[config.mk]
export PLATFORM = sky130hd
export DESIGN_NAME = scpm_clk_ctrl
export DESIGN_NICKNAME = d
export VERILOG_FILES = /design/src/core/scpm_clk_ctrl.v
export VERILOG_INCLUDE_DIRS = /design/src /design/src/inc
export SDC_FILE = /design/constraint.sdc
export NUM_CORES = 1
export LEC_CHECK = 0
export BUFFER_PORTS_ARGS = -buffer_cell sky130_fd_sc_hd__buf_2
export CORE_MARGIN = 3
export CORE_UTILIZATION = 50
export DETAILED_ROUTE_END_ITERATION = 10
export PLACE_DENSITY = 0.76
export SETUP_SLACK_MARGIN = 0.05
export SYNTH_ARGS = -nofsm -noshare
export SYNTH_HDL_FRONTEND = slang
export SYNTH_HIERARCHICAL = 1
export SYNTH_SLANG_ARGS = --single-unit
[constraint.sdc]
create_clock -name ref_clk -period 4.45 [get_ports ref_clk]
set_input_delay 0.2225 -clock ref_clk [delete_from_list [all_inputs] [get_ports ref_clk]]
set_output_delay 0.2225 -clock ref_clk [all_outputs]
set_load 0.02 [all_outputs]
[src/inc/scpm_consts.vh]
`ifndef SCPM_CONSTS_VH
`define SCPM_CONSTS_VH

// Register byte offsets on the bus
`define SCPM_OFS_SYSCLK   4'h0
`define SCPM_OFS_RCCTL    4'h4
`define SCPM_OFS_FXTAL    4'h8
`define SCPM_OFS_SXTAL    4'hC

// System clock control fields
`define SCPM_SYS_SEL_HI   7
`define SCPM_SYS_SEL_LO   5
`define SCPM_SYS_FSRC     3
`define SCPM_SYS_SSRC     2
`define SCPM_SYS_KEEPF    1
`define SCPM_SYS_KEEPS    0
`define SCPM_SYS_WMASK    8'hEF

// Internal RC control fields
`define SCPM_RC_FREQ_HI   3
`define SCPM_RC_FREQ_LO   2
`define SCPM_RC_FLAG      1
`define SCPM_RC_EN        0

// Crystal control fields
`define SCPM_XT_MODE      2
`define SCPM_XT_FLAG      1
`define SCPM_XT_EN        0

// Reset values
`define SCPM_RST_SYSCLK   8'h00
`define SCPM_RST_RCCTL    8'h01
`define SCPM_RST_FXTAL    8'h00
`define SCPM_RST_SXTAL    8'h00

// Encodings
`define SCPM_SEL_SUB      3'h7
`define SCPM_RC_8M        2'h0
`define SCPM_RC_12M       2'h1
`define SCPM_RC_16M       2'h2

// Switch delay: whole periods of the current system clock
`define SCPM_SW_SYS_TICKS 3'h4

// Default stabilisation counts, in oscillator ticks
`define SCPM_STAB_RC      16
`define SCPM_STAB_FXT     64
`define SCPM_STAB_SXT     32

`endif

[src/core/scpm_clk_ctrl.v]
// Summary of operation
// - select field picks fH, fH/2..fH/64, subclock
// - fast source bit picks RC or crystal
// - slow source bit picks slow RC or crystal
// - fast mode runs CPU from divided fH
// - slow mode, fH follows its enable bit
// - halt, keep bits 00 enters sleep
// - halt, keep bits 01 keeps subclock only
// - halt, keep bits 11 keeps both oscillators
// - halt, keep bits 10 keeps fast only
// - fast keep bit holds fH when halted
// - slow keep bit holds subclock when halted
// - switch completes after four system ticks plus alignment
// - RC frequency codes 8, 12, 16, 8 MHz
// - new RC frequency applies after stable flag
// - RC enable clears flag, sets when stable
// - RC enable resets to one, runs
// - unimplemented bits read as zero, except slow crystal bit 2, which reads one
// - fast crystal enable clears then sets flag
// - slow crystal enable clears then sets flag
`timescale 1ns/1ps
`include "scpm_consts.vh"

// Stability tracker: flag drops when the oscillator starts or restarts
// and rises after a number of its own ticks.
module scpm_stab #(
   parameter COUNT = 16
) (
   input  wire clk,       // System clock
   input  wire rst_n,     // Synchronised reset
   input  wire osc_on,    // Oscillator running
   input  wire restart,   // Force a new settling period
   input  wire tick,      // One oscillator tick
   output reg  stable_r   // Oscillator stable
);
   reg [15:0] cnt_r;
   reg        on_d_r;

   // A rising enable or restart restarts the count from zero
   always @(posedge clk or negedge rst_n) begin
      if (!rst_n) begin
         cnt_r    <= 16'h0000;
         on_d_r   <= 1'b0;
         stable_r <= 1'b0;
      end else begin
         on_d_r <= osc_on;
         if (!osc_on || restart || !on_d_r) begin
            cnt_r    <= 16'h0000;
            stable_r <= 1'b0;
         end else if (tick && !stable_r) begin
            if (cnt_r == COUNT[15:0] - 16'h0001)
               stable_r <= 1'b1;
            cnt_r <= cnt_r + 16'h0001;
         end
      end
   end
endmodule

module scpm_clk_ctrl #(
   parameter STAB_RC  = `SCPM_STAB_RC,
   parameter STAB_FXT = `SCPM_STAB_FXT,
   parameter STAB_SXT = `SCPM_STAB_SXT
) (
   input  wire        ref_clk,        // 50 MHz system clock
   input  wire        rst_n,          // Async reset, active low
   input  wire        wb_cyc_i,       // Wishbone cycle
   input  wire        wb_stb_i,       // Wishbone strobe
   input  wire        wb_we_i,        // Wishbone write
   input  wire [3:0]  wb_adr_i,       // Byte address
   input  wire [3:0]  wb_sel_i,       // Byte lanes
   input  wire [31:0] wb_dat_i,       // Write data
   output reg  [31:0] wb_dat_o,       // Read data
   output reg         wb_ack_o,       // Acknowledge
   input  wire        halt_i,         // Halt instruction pulse
   input  wire        wake_i,         // Wake-up event pulse
   input  wire        wdt_en_i,       // Watchdog enabled
   input  wire        rc_tick_i,      // Internal fast RC tick
   input  wire        fxt_tick_i,     // Fast crystal tick
   input  wire        src_tick_i,     // Internal slow RC tick
   input  wire        sxt_tick_i,     // Slow crystal tick
   output reg         cpu_clk_en_o,   // CPU clock gate pulse
   output reg         sys_clk_en_o,   // System clock pulse (run modes)
   output reg         fast_clk_en_o,  // fH pulse to peripherals
   output reg         sub_clk_en_o,   // Subclock pulse to peripherals
   output reg         slow_rc_clk_o,  // Slow RC pulse (watchdog)
   output reg         rc_osc_on_o,    // Internal fast RC enable
   output reg  [1:0]  rc_freq_o,      // Applied RC frequency code
   output reg         fxt_osc_on_o,   // Fast crystal enable
   output reg         fxt_mode_o,     // Fast crystal drive mode
   output reg         sxt_osc_on_o,   // Slow crystal enable
   output reg         src_osc_on_o,   // Internal slow RC enable
   output reg  [2:0]  mode_o          // Current operating mode
);
   // Operating modes
   localparam [2:0] M_FAST  = 3'h0;
   localparam [2:0] M_SLOW  = 3'h1;
   localparam [2:0] M_SLEEP = 3'h2;
   localparam [2:0] M_IDLE_SLOW_ONLY = 3'h3;
   localparam [2:0] M_IDLE_BOTH_CLOCKS = 3'h4;
   localparam [2:0] M_IDLE_FAST_ONLY = 3'h5;

   // Clock switch sequencer states
   localparam [1:0] S_IDLE  = 2'h0;
   localparam [1:0] S_WAIT  = 2'h1;
   localparam [1:0] S_ALIGN = 2'h2;

   reg        rs1_r, rs2_r;
   wire       rst_s_n = rs2_r;

   reg  [7:0] sys_r, rc_r, fxt_r, sxt_r;
   reg  [4:0] app_r;            // Applied {sel, fsrc, ssrc}
   reg  [1:0] sw_st_r;
   reg  [2:0] sw_cnt_r;
   reg  [2:0] mode_r, mode_nxt;
   reg  [5:0] div_r;
   reg        rc_en_d_r;
   reg  [1:0] rc_freq_d_r;
   wire       rc_stab, fxt_stab, sxt_stab;

   // Reset released through two flops
   always @(posedge ref_clk or negedge rst_n) begin
      if (!rst_n) begin
         rs1_r <= 1'b0;
         rs2_r <= 1'b0;
      end else begin
         rs1_r <= 1'b1;
         rs2_r <= rs1_r;
      end
   end

   wire [2:0] sel      = sys_r[`SCPM_SYS_SEL_HI:`SCPM_SYS_SEL_LO];
   wire       keep_f   = sys_r[`SCPM_SYS_KEEPF];
   wire       keep_s   = sys_r[`SCPM_SYS_KEEPS];
   wire       running  = (mode_r == M_FAST) || (mode_r == M_SLOW);
   wire [4:0] want     = {sel, sys_r[`SCPM_SYS_FSRC], sys_r[`SCPM_SYS_SSRC]};
   wire       app_sub  = (app_r[4:2] == `SCPM_SEL_SUB);

   // Oscillator demand per mode
   wire fh_need  = (running && !app_sub) || (!running && keep_f);
   wire fh_allow = running || keep_f;
   wire sub_need = running || keep_s;
   wire rc_on    = (fh_need && !want[1]) || (fh_need && !app_r[1]) ||
                   (rc_r[`SCPM_RC_EN] && fh_allow);
   wire fxt_on   = (fh_need && want[1]) || (fh_need && app_r[1]) ||
                   (fxt_r[`SCPM_XT_EN] && fh_allow);
   wire sxt_on   = sub_need && (want[0] || app_r[0] || sxt_r[`SCPM_XT_EN]);
   wire src_on   = !(mode_r == M_SLEEP && !wdt_en_i);

   // Ticks of the sources as they reach the clock tree
   wire rc_t     = rc_tick_i && rc_on && rc_stab;
   wire fxt_t    = fxt_tick_i && fxt_on;
   wire sxt_t    = sxt_tick_i && sxt_on;
   wire src_t    = src_tick_i && src_on;

   // Settling trackers; frequency change restarts the RC one
   wire rc_fchg  = rc_r[`SCPM_RC_FREQ_HI:`SCPM_RC_FREQ_LO] != rc_freq_d_r;

   scpm_stab #(.COUNT(STAB_RC)) u_rc_stab (
      .clk      (ref_clk),
      .rst_n    (rst_s_n),
      .osc_on   (rc_on),
      .restart  (rc_fchg || (rc_r[`SCPM_RC_EN] && !rc_en_d_r)),
      .tick     (rc_tick_i),
      .stable_r (rc_stab)
   );
   scpm_stab #(.COUNT(STAB_FXT)) u_fxt_stab (
      .clk      (ref_clk),
      .rst_n    (rst_s_n),
      .osc_on   (fxt_on),
      .restart  (1'b0),
      .tick     (fxt_tick_i),
      .stable_r (fxt_stab)
   );
   scpm_stab #(.COUNT(STAB_SXT)) u_sxt_stab (
      .clk      (ref_clk),
      .rst_n    (rst_s_n),
      .osc_on   (sxt_on),
      .restart  (1'b0),
      .tick     (sxt_tick_i),
      .stable_r (sxt_stab)
   );

   // Tick of the system clock for a given selection
   function tick_of;
      input [4:0] s;
      input [5:0] d;
      input       rt, ft, st, lt;
      reg         fh;
      begin
         fh = s[1] ? ft : rt;
         case (s[4:2])
            3'h0:    tick_of = fh;
            3'h1:    tick_of = fh && d[0];
            3'h2:    tick_of = fh && (&d[1:0]);
            3'h3:    tick_of = fh && (&d[2:0]);
            3'h4:    tick_of = fh && (&d[3:0]);
            3'h5:    tick_of = fh && (&d[4:0]);
            3'h6:    tick_of = fh && (&d[5:0]);
            default: tick_of = s[0] ? st : lt;
         endcase
      end
   endfunction

   wire fh_t    = app_r[1] ? fxt_t : rc_t;
   wire cur_t   = tick_of(app_r, div_r, rc_t, fxt_t, sxt_t, src_t);
   wire tar_t   = tick_of(want, div_r, rc_t, fxt_t, sxt_t, src_t);

   // fH divider; counts only on fH ticks so divided pulses stay whole
   always @(posedge ref_clk or negedge rst_s_n) begin
      if (!rst_s_n)
         div_r <= 6'h00;
      else if (fh_t)
         div_r <= div_r + 6'h01;
   end

   // Clock switch: four ticks of the current clock, then hand over on a
   // target tick, so no shortened period is ever issued
   always @(posedge ref_clk or negedge rst_s_n) begin
      if (!rst_s_n) begin
         sw_st_r  <= S_IDLE;
         sw_cnt_r <= 3'h0;
         app_r    <= 5'h00;
      end else begin
         case (sw_st_r)
            S_IDLE: begin
               sw_cnt_r <= 3'h0;
               if (want != app_r)
                  sw_st_r <= S_WAIT;
            end
            S_WAIT: begin
               if (cur_t || !running) begin
                  sw_cnt_r <= sw_cnt_r + 3'h1;
                  if (sw_cnt_r == `SCPM_SW_SYS_TICKS - 3'h1)
                     sw_st_r <= S_ALIGN;
               end
            end
            S_ALIGN: begin
               if (tar_t) begin
                  app_r   <= want;
                  sw_st_r <= S_IDLE;
               end
            end
            default: sw_st_r <= S_IDLE;
         endcase
      end
   end

   // Mode sequencing: halt picks the power-down mode from the keep bits
   always @* begin
      mode_nxt = mode_r;
      case (mode_r)
         M_FAST, M_SLOW: begin
            if (halt_i) begin
               case ({keep_f, keep_s})
                  2'b00:   mode_nxt = M_SLEEP;
                  2'b01:   mode_nxt = M_IDLE_SLOW_ONLY;
                  2'b11:   mode_nxt = M_IDLE_BOTH_CLOCKS;
                  default: mode_nxt = M_IDLE_FAST_ONLY;
               endcase
            end else begin
               mode_nxt = app_sub ? M_SLOW : M_FAST;
            end
         end
         M_SLEEP, M_IDLE_SLOW_ONLY, M_IDLE_BOTH_CLOCKS, M_IDLE_FAST_ONLY: begin
            if (wake_i)
               mode_nxt = app_sub ? M_SLOW : M_FAST;
         end
         default: mode_nxt = M_FAST;
      endcase
   end

   always @(posedge ref_clk or negedge rst_s_n) begin
      if (!rst_s_n)
         mode_r <= M_FAST;
      else
         mode_r <= mode_nxt;
   end

   // Register file; the bus answers every address with one-cycle ack
   wire bus_req = wb_cyc_i && wb_stb_i && !wb_ack_o;
   wire bus_wr  = bus_req && wb_we_i && wb_sel_i[0];

   always @(posedge ref_clk or negedge rst_s_n) begin
      if (!rst_s_n) begin
         sys_r       <= `SCPM_RST_SYSCLK;
         rc_r        <= `SCPM_RST_RCCTL;
         fxt_r       <= `SCPM_RST_FXTAL;
         sxt_r       <= `SCPM_RST_SXTAL;
         rc_en_d_r   <= 1'b1;
         rc_freq_d_r <= `SCPM_RC_8M;
      end else begin
         rc_en_d_r   <= rc_r[`SCPM_RC_EN];
         rc_freq_d_r <= rc_r[`SCPM_RC_FREQ_HI:`SCPM_RC_FREQ_LO];
         if (bus_wr) begin
            case (wb_adr_i)
               `SCPM_OFS_SYSCLK: sys_r <= wb_dat_i[7:0] & `SCPM_SYS_WMASK;
               `SCPM_OFS_RCCTL:  rc_r  <= {4'h0, wb_dat_i[3:2], 1'b0, wb_dat_i[0]};
               `SCPM_OFS_FXTAL:  fxt_r <= {5'h00, wb_dat_i[2], 1'b0, wb_dat_i[0]};
               `SCPM_OFS_SXTAL:  sxt_r <= {7'h00, wb_dat_i[0]};
               default:          sys_r <= sys_r;
            endcase
         end
      end
   end

   // Read mux; flags come live from the trackers, upper bits are zero
   always @(posedge ref_clk or negedge rst_s_n) begin
      if (!rst_s_n) begin
         wb_ack_o <= 1'b0;
         wb_dat_o <= 32'h00000000;
      end else begin
         wb_ack_o <= bus_req;
         if (bus_req) begin
            case (wb_adr_i)
               `SCPM_OFS_SYSCLK: wb_dat_o <= {24'h000000, sys_r};
               `SCPM_OFS_RCCTL:  wb_dat_o <= {28'h0000000, rc_r[3:2], rc_stab,
                                              rc_r[0]};
               `SCPM_OFS_FXTAL:  wb_dat_o <= {29'h0000000, fxt_r[2], fxt_stab,
                                              fxt_r[0]};
               `SCPM_OFS_SXTAL:  wb_dat_o <= {29'h0000000, 1'b1, sxt_stab,
                                              sxt_r[0]};
               default:          wb_dat_o <= 32'h00000000;
            endcase
         end
      end
   end

   // Registered clock gates and oscillator controls
   always @(posedge ref_clk or negedge rst_s_n) begin
      if (!rst_s_n) begin
         cpu_clk_en_o  <= 1'b0;
         sys_clk_en_o  <= 1'b0;
         fast_clk_en_o <= 1'b0;
         sub_clk_en_o  <= 1'b0;
         slow_rc_clk_o <= 1'b0;
         rc_osc_on_o   <= 1'b1;
         rc_freq_o     <= `SCPM_RC_8M;
         fxt_osc_on_o  <= 1'b0;
         fxt_mode_o    <= 1'b0;
         sxt_osc_on_o  <= 1'b0;
         src_osc_on_o  <= 1'b1;
         mode_o        <= M_FAST;
      end else begin
         cpu_clk_en_o  <= cur_t && running && !halt_i;
         sys_clk_en_o  <= cur_t && running;
         fast_clk_en_o <= fh_t && fh_allow;
         sub_clk_en_o  <= (app_r[0] ? sxt_t : src_t) && sub_need;
         slow_rc_clk_o <= src_t;
         rc_osc_on_o   <= rc_on;
         fxt_osc_on_o  <= fxt_on;
         fxt_mode_o    <= fxt_r[`SCPM_XT_MODE];
         sxt_osc_on_o  <= sxt_on;
         src_osc_on_o  <= src_on;
         mode_o        <= mode_r;
         // Code 3 folds onto 8 MHz; a new code waits for the flag
         if (rc_stab && !rc_fchg) begin
            case (rc_r[`SCPM_RC_FREQ_HI:`SCPM_RC_FREQ_LO])
               `SCPM_RC_12M: rc_freq_o <= `SCPM_RC_12M;
               `SCPM_RC_16M: rc_freq_o <= `SCPM_RC_16M;
               default:      rc_freq_o <= `SCPM_RC_8M;
            endcase
         end
      end
   end
endmodule

==> impl_metrics.json <==
{
  "area_growth_pct": 14.3,
  "ys_types": 74,
  "p_clk_share_pct": 47.2,
  "p_int_mw": 2.13,
  "final_cells": 762,
  "synth_top_area_share_pct": 47.3,
  "post-route-drc-count": 0,
  "p_seq_share_pct": 41.3,
  "hold_slack_ns": 0.0213,
  "grt_max_degree": 81,
  "chipHeight_um": 114,
  "clkSinkCount": 114,
  "cts.clk_slew.worst_paths_ns": 0.05,
  "layout-drive-gt1-share_pct": 19.5,
  "dieArea_mm2": 0.0130,
  "diodes": 0,
  "ir_drop_v": 0.000242,
  "wl_per_cell_um": 15.7,
  "nets": 672,
  "cts_root_buffer": "clkbuf_16",
  "ctsLongestPathBuffers": 2,
  "routed_wl_mm": 12.0,
  "crit_required_ns": 4.79,
  "slew_viol_final": 0,
  "skew_ns": 0.00858,
  "multi_input_area_mm2": 0.00267,
  "fin_util_pct": 60.0,
  "synthCells": 561,
  "crit_type": "flop to flop",
  "cts_resized": 0,
  "synth_area_leader_cell": "dfrtp_1",
  "first_pass_iters": 5,
  "numPortBuffers": 46,
  "tns_ns": 0,
  "grt_pass1_vias": 4263,
  "use_met3_pct": 5.78,
  "fmax_ghz": 0.372,
  "grt.overflow.total": 0,
  "synth_area_leaders": "dfrtp_1 47%, nor2_1 3.4%, mux2_2 3.3%, buf_4 3.2%, nand2_1 3.2%",
  "dp_hpwl_mm": 8.12,
  "fin_crit_ns": 2.69,
  "gr-usage-met1_pct": 24.9,
  "grt_pass1_wl_mm": 20.2,
  "place.gp.congestion": 0.828,
  "ys_async_sr_fraction_pct": 100,
  "power.density_mw_per_mm2": 432,
  "critPathMaxFanout": 17,
  "row_count": 38,
  "setup-violations-final": 0,
  "busiest_layer": "met2",
  "synth_common_cells": "110 x dfrtp_1, 53 x nor2_1, 50 x nand2_1",
  "antenna_found_initial": 0,
  "power.share.switching_pct": 25.8,
  "ys.flop_type": "dfrtp_1",
  "post_cts_buffers": 0,
  "postRouteAntennaNets": 0,
  "relSlewSlack_pct": 33.7,
  "synth-edff-count": 0,
  "grt_use_total_pct": 19.6,
  "syn-cell-area_mm2": 0.00582,
  "numCtsBuffers": 17,
  "final-seq-area_mm2": 0.00286,
  "yosysWarnings": 6,
  "avgSynthCellArea_um2": 10.4,
  "leakage_nw": 3.08,
  "cap_violations": 0,
  "synth_most_common_cell": "dfrtp_1",
  "p_comb_share_pct": 11.4,
  "startpoint_type": "flop",
  "use_met2_pct": 32.3,
  "n_fill_cell": 913,
  "io_pins": 100,
  "worst_pin_slew_ns": 0.995,
  "via_count": 4302,
  "core_mm2": 0.0111,
  "rsz0062_at_grt": "no",
  "clock_latency_ns": 0.41,
  "holdCritPathClass": "input pin to flop",
  "initial_utilization_pct": 52.5,
  "arrival_ns": 3.03,
  "finalHoldViolations": 0,
  "power_switching_uw": 740,
  "viasPerCell": 5.65,
  "htree_num_levels": 4,
  "drtIter0Drc": 177,
  "fin_crit_sh_pct": 60.4,
  "die_width_um": 114,
  "ys_seq_elements": 114,
  "cts_tree": "built",
  "dpl.cell_count": 728,
  "ys_seq_area_share_pct": 49.1,
  "status": "finished, final reports clean",
  "endpoint_kind": "flop"
}
## power groups by stage
stage                     Sequential, mW  Clock, mW  Combinational [mW]
after floorplan                     1.21          0               0.234
after global placement              1.20          0               0.306
after detailed placement            1.20          0               0.322
after CTS                           1.19       1.38               0.330
after global routing                1.20       1.43               0.364
final                               1.19       1.35               0.328
## metrics by stage
step                      setup slack (ns)  area, um^2  power, mW
after global placement                1.89        6030       1.50
after detailed placement              1.80        6030       1.52
after global routing                  1.53        6650       3.00
after CTS                             1.74        6650       2.90
after floorplan                       1.05        5920       1.44
final                                 1.76        6650       2.87
## layer usage
layer  vias up  share of wire [%]
li1       2037                  -
met1      2134                 43
met2       121                 51
met3        10                5.4
met4         0               0.89
met5         -                  0
## worst max-delay path: stages (launching register included)
cell,delay [ns]
dfrtp_1,0.42
inv_1,0.06
ha_1,0.32
nand4_1,0.21
o21ai_0,0.11
a21oi_1,0.30
nand2_1,0.11
or2_1,0.43
or4_1,0.58
nand2_1,0.08
## placed cells by master, fill, tap and decap left out, types with 4 or more instances in the layout
cell type,n
a21oi_1,18
and2_1,5
and4_1,5
buf_2,46
clkbuf_16,17
clkinv_2,4
conb_1,30
dfrtp_1,109
dfstp_2,4
ha_1,11
inv_1,21
mux2_2,17
mux2i_1,8
nand2_1,50
nand3_1,20
nand4_1,19
nor2_1,53
nor2b_1,8
nor3_1,8
nor4_1,8
o211ai_1,5
o21ai_0,17
o31ai_1,6
or3_1,5
or4_1,9
xnor2_1,18
xor2_1,21
## worst paths after layout
kind / startpoint / to / slack (ns) / depth (start not counted)
setup / recovery: mode_r[2]$_DFFE_PN0P_ / u_fxt_stab/cnt_r[12]$_DFFE_PN0P_ / 1.76 / 9
hold / removal: wb_dat_i[6] / sys_r[6]$_DFFE_PN0P_ / 0.02 / 3
setup reg to reg: mode_r[2]$_DFFE_PN0P_ / u_fxt_stab/cnt_r[12]$_DFFE_PN0P_ / 1.76 / 9
hold reg to reg: rs1_r$_DFF_PN0_ / rs2_r$_DFF_PN0_ / 0.36 / 0
max in group asynchronous: rs2_r$_DFF_PN0_ / rc_en_d_r$_DFF_PN1_ / 2.89 / 1
min in group asynchronous: rst_n / rs2_r$_DFF_PN0_ / 0.12 / 2
## what timing repair did
item / CTS / global route
endpoints found under the setup margin: 0 / 0
hold buffers: 2 / 0
hold endpoints to repair: 3 / 0
## final cells by class
| type | instances | share of cell area, % |
|---|---|---|
| flip-flops and latches | 114 | 43.1 |
| multi-input cells | 405 | 40.2 |
| clock buffers | 22 | 6.99 |
| repair buffers | 49 | 3.88 |
| well taps | 140 | 2.64 |
| clock inverters | 10 | 2.00 |
| inverters | 22 | 1.24 |
## kinds of logic (layout without fill, tap and decap cells)
| kind of cell | after synthesis | after routing | synth area share [%] |
|---|---|---|---|
| other cells | 2 | 30 | 0.129 |
| flops | 114 | 114 | 49.1 |
| mux | 27 | 27 | 5.44 |
| fa+ha+maj | 11 | 11 | 2.37 |
| simple gates | 222 | 222 | 21.3 |
| buf+inv | 70 | 103 | 6.73 |
| xor+xnor | 39 | 39 | 5.87 |
| compound gates | 76 | 76 | 8.97 |
## registers in the layout (all words and copies together) (netlist names), 2 cells and up
register,cells
u_fxt_stab/cnt_r,16
div_r,6
rc_freq_o,2
wb_dat_o,7
app_r,5
mode_r,3
fxt_r,2
sys_r,7
sw_cnt_r,3
u_sxt_stab/cnt_r,16
mode_o,3
rc_freq_d_r,2
rc_r,3
u_rc_stab/cnt_r,16
sw_st_r,2
No activity file was read; power rests on OpenSTA's default activity.
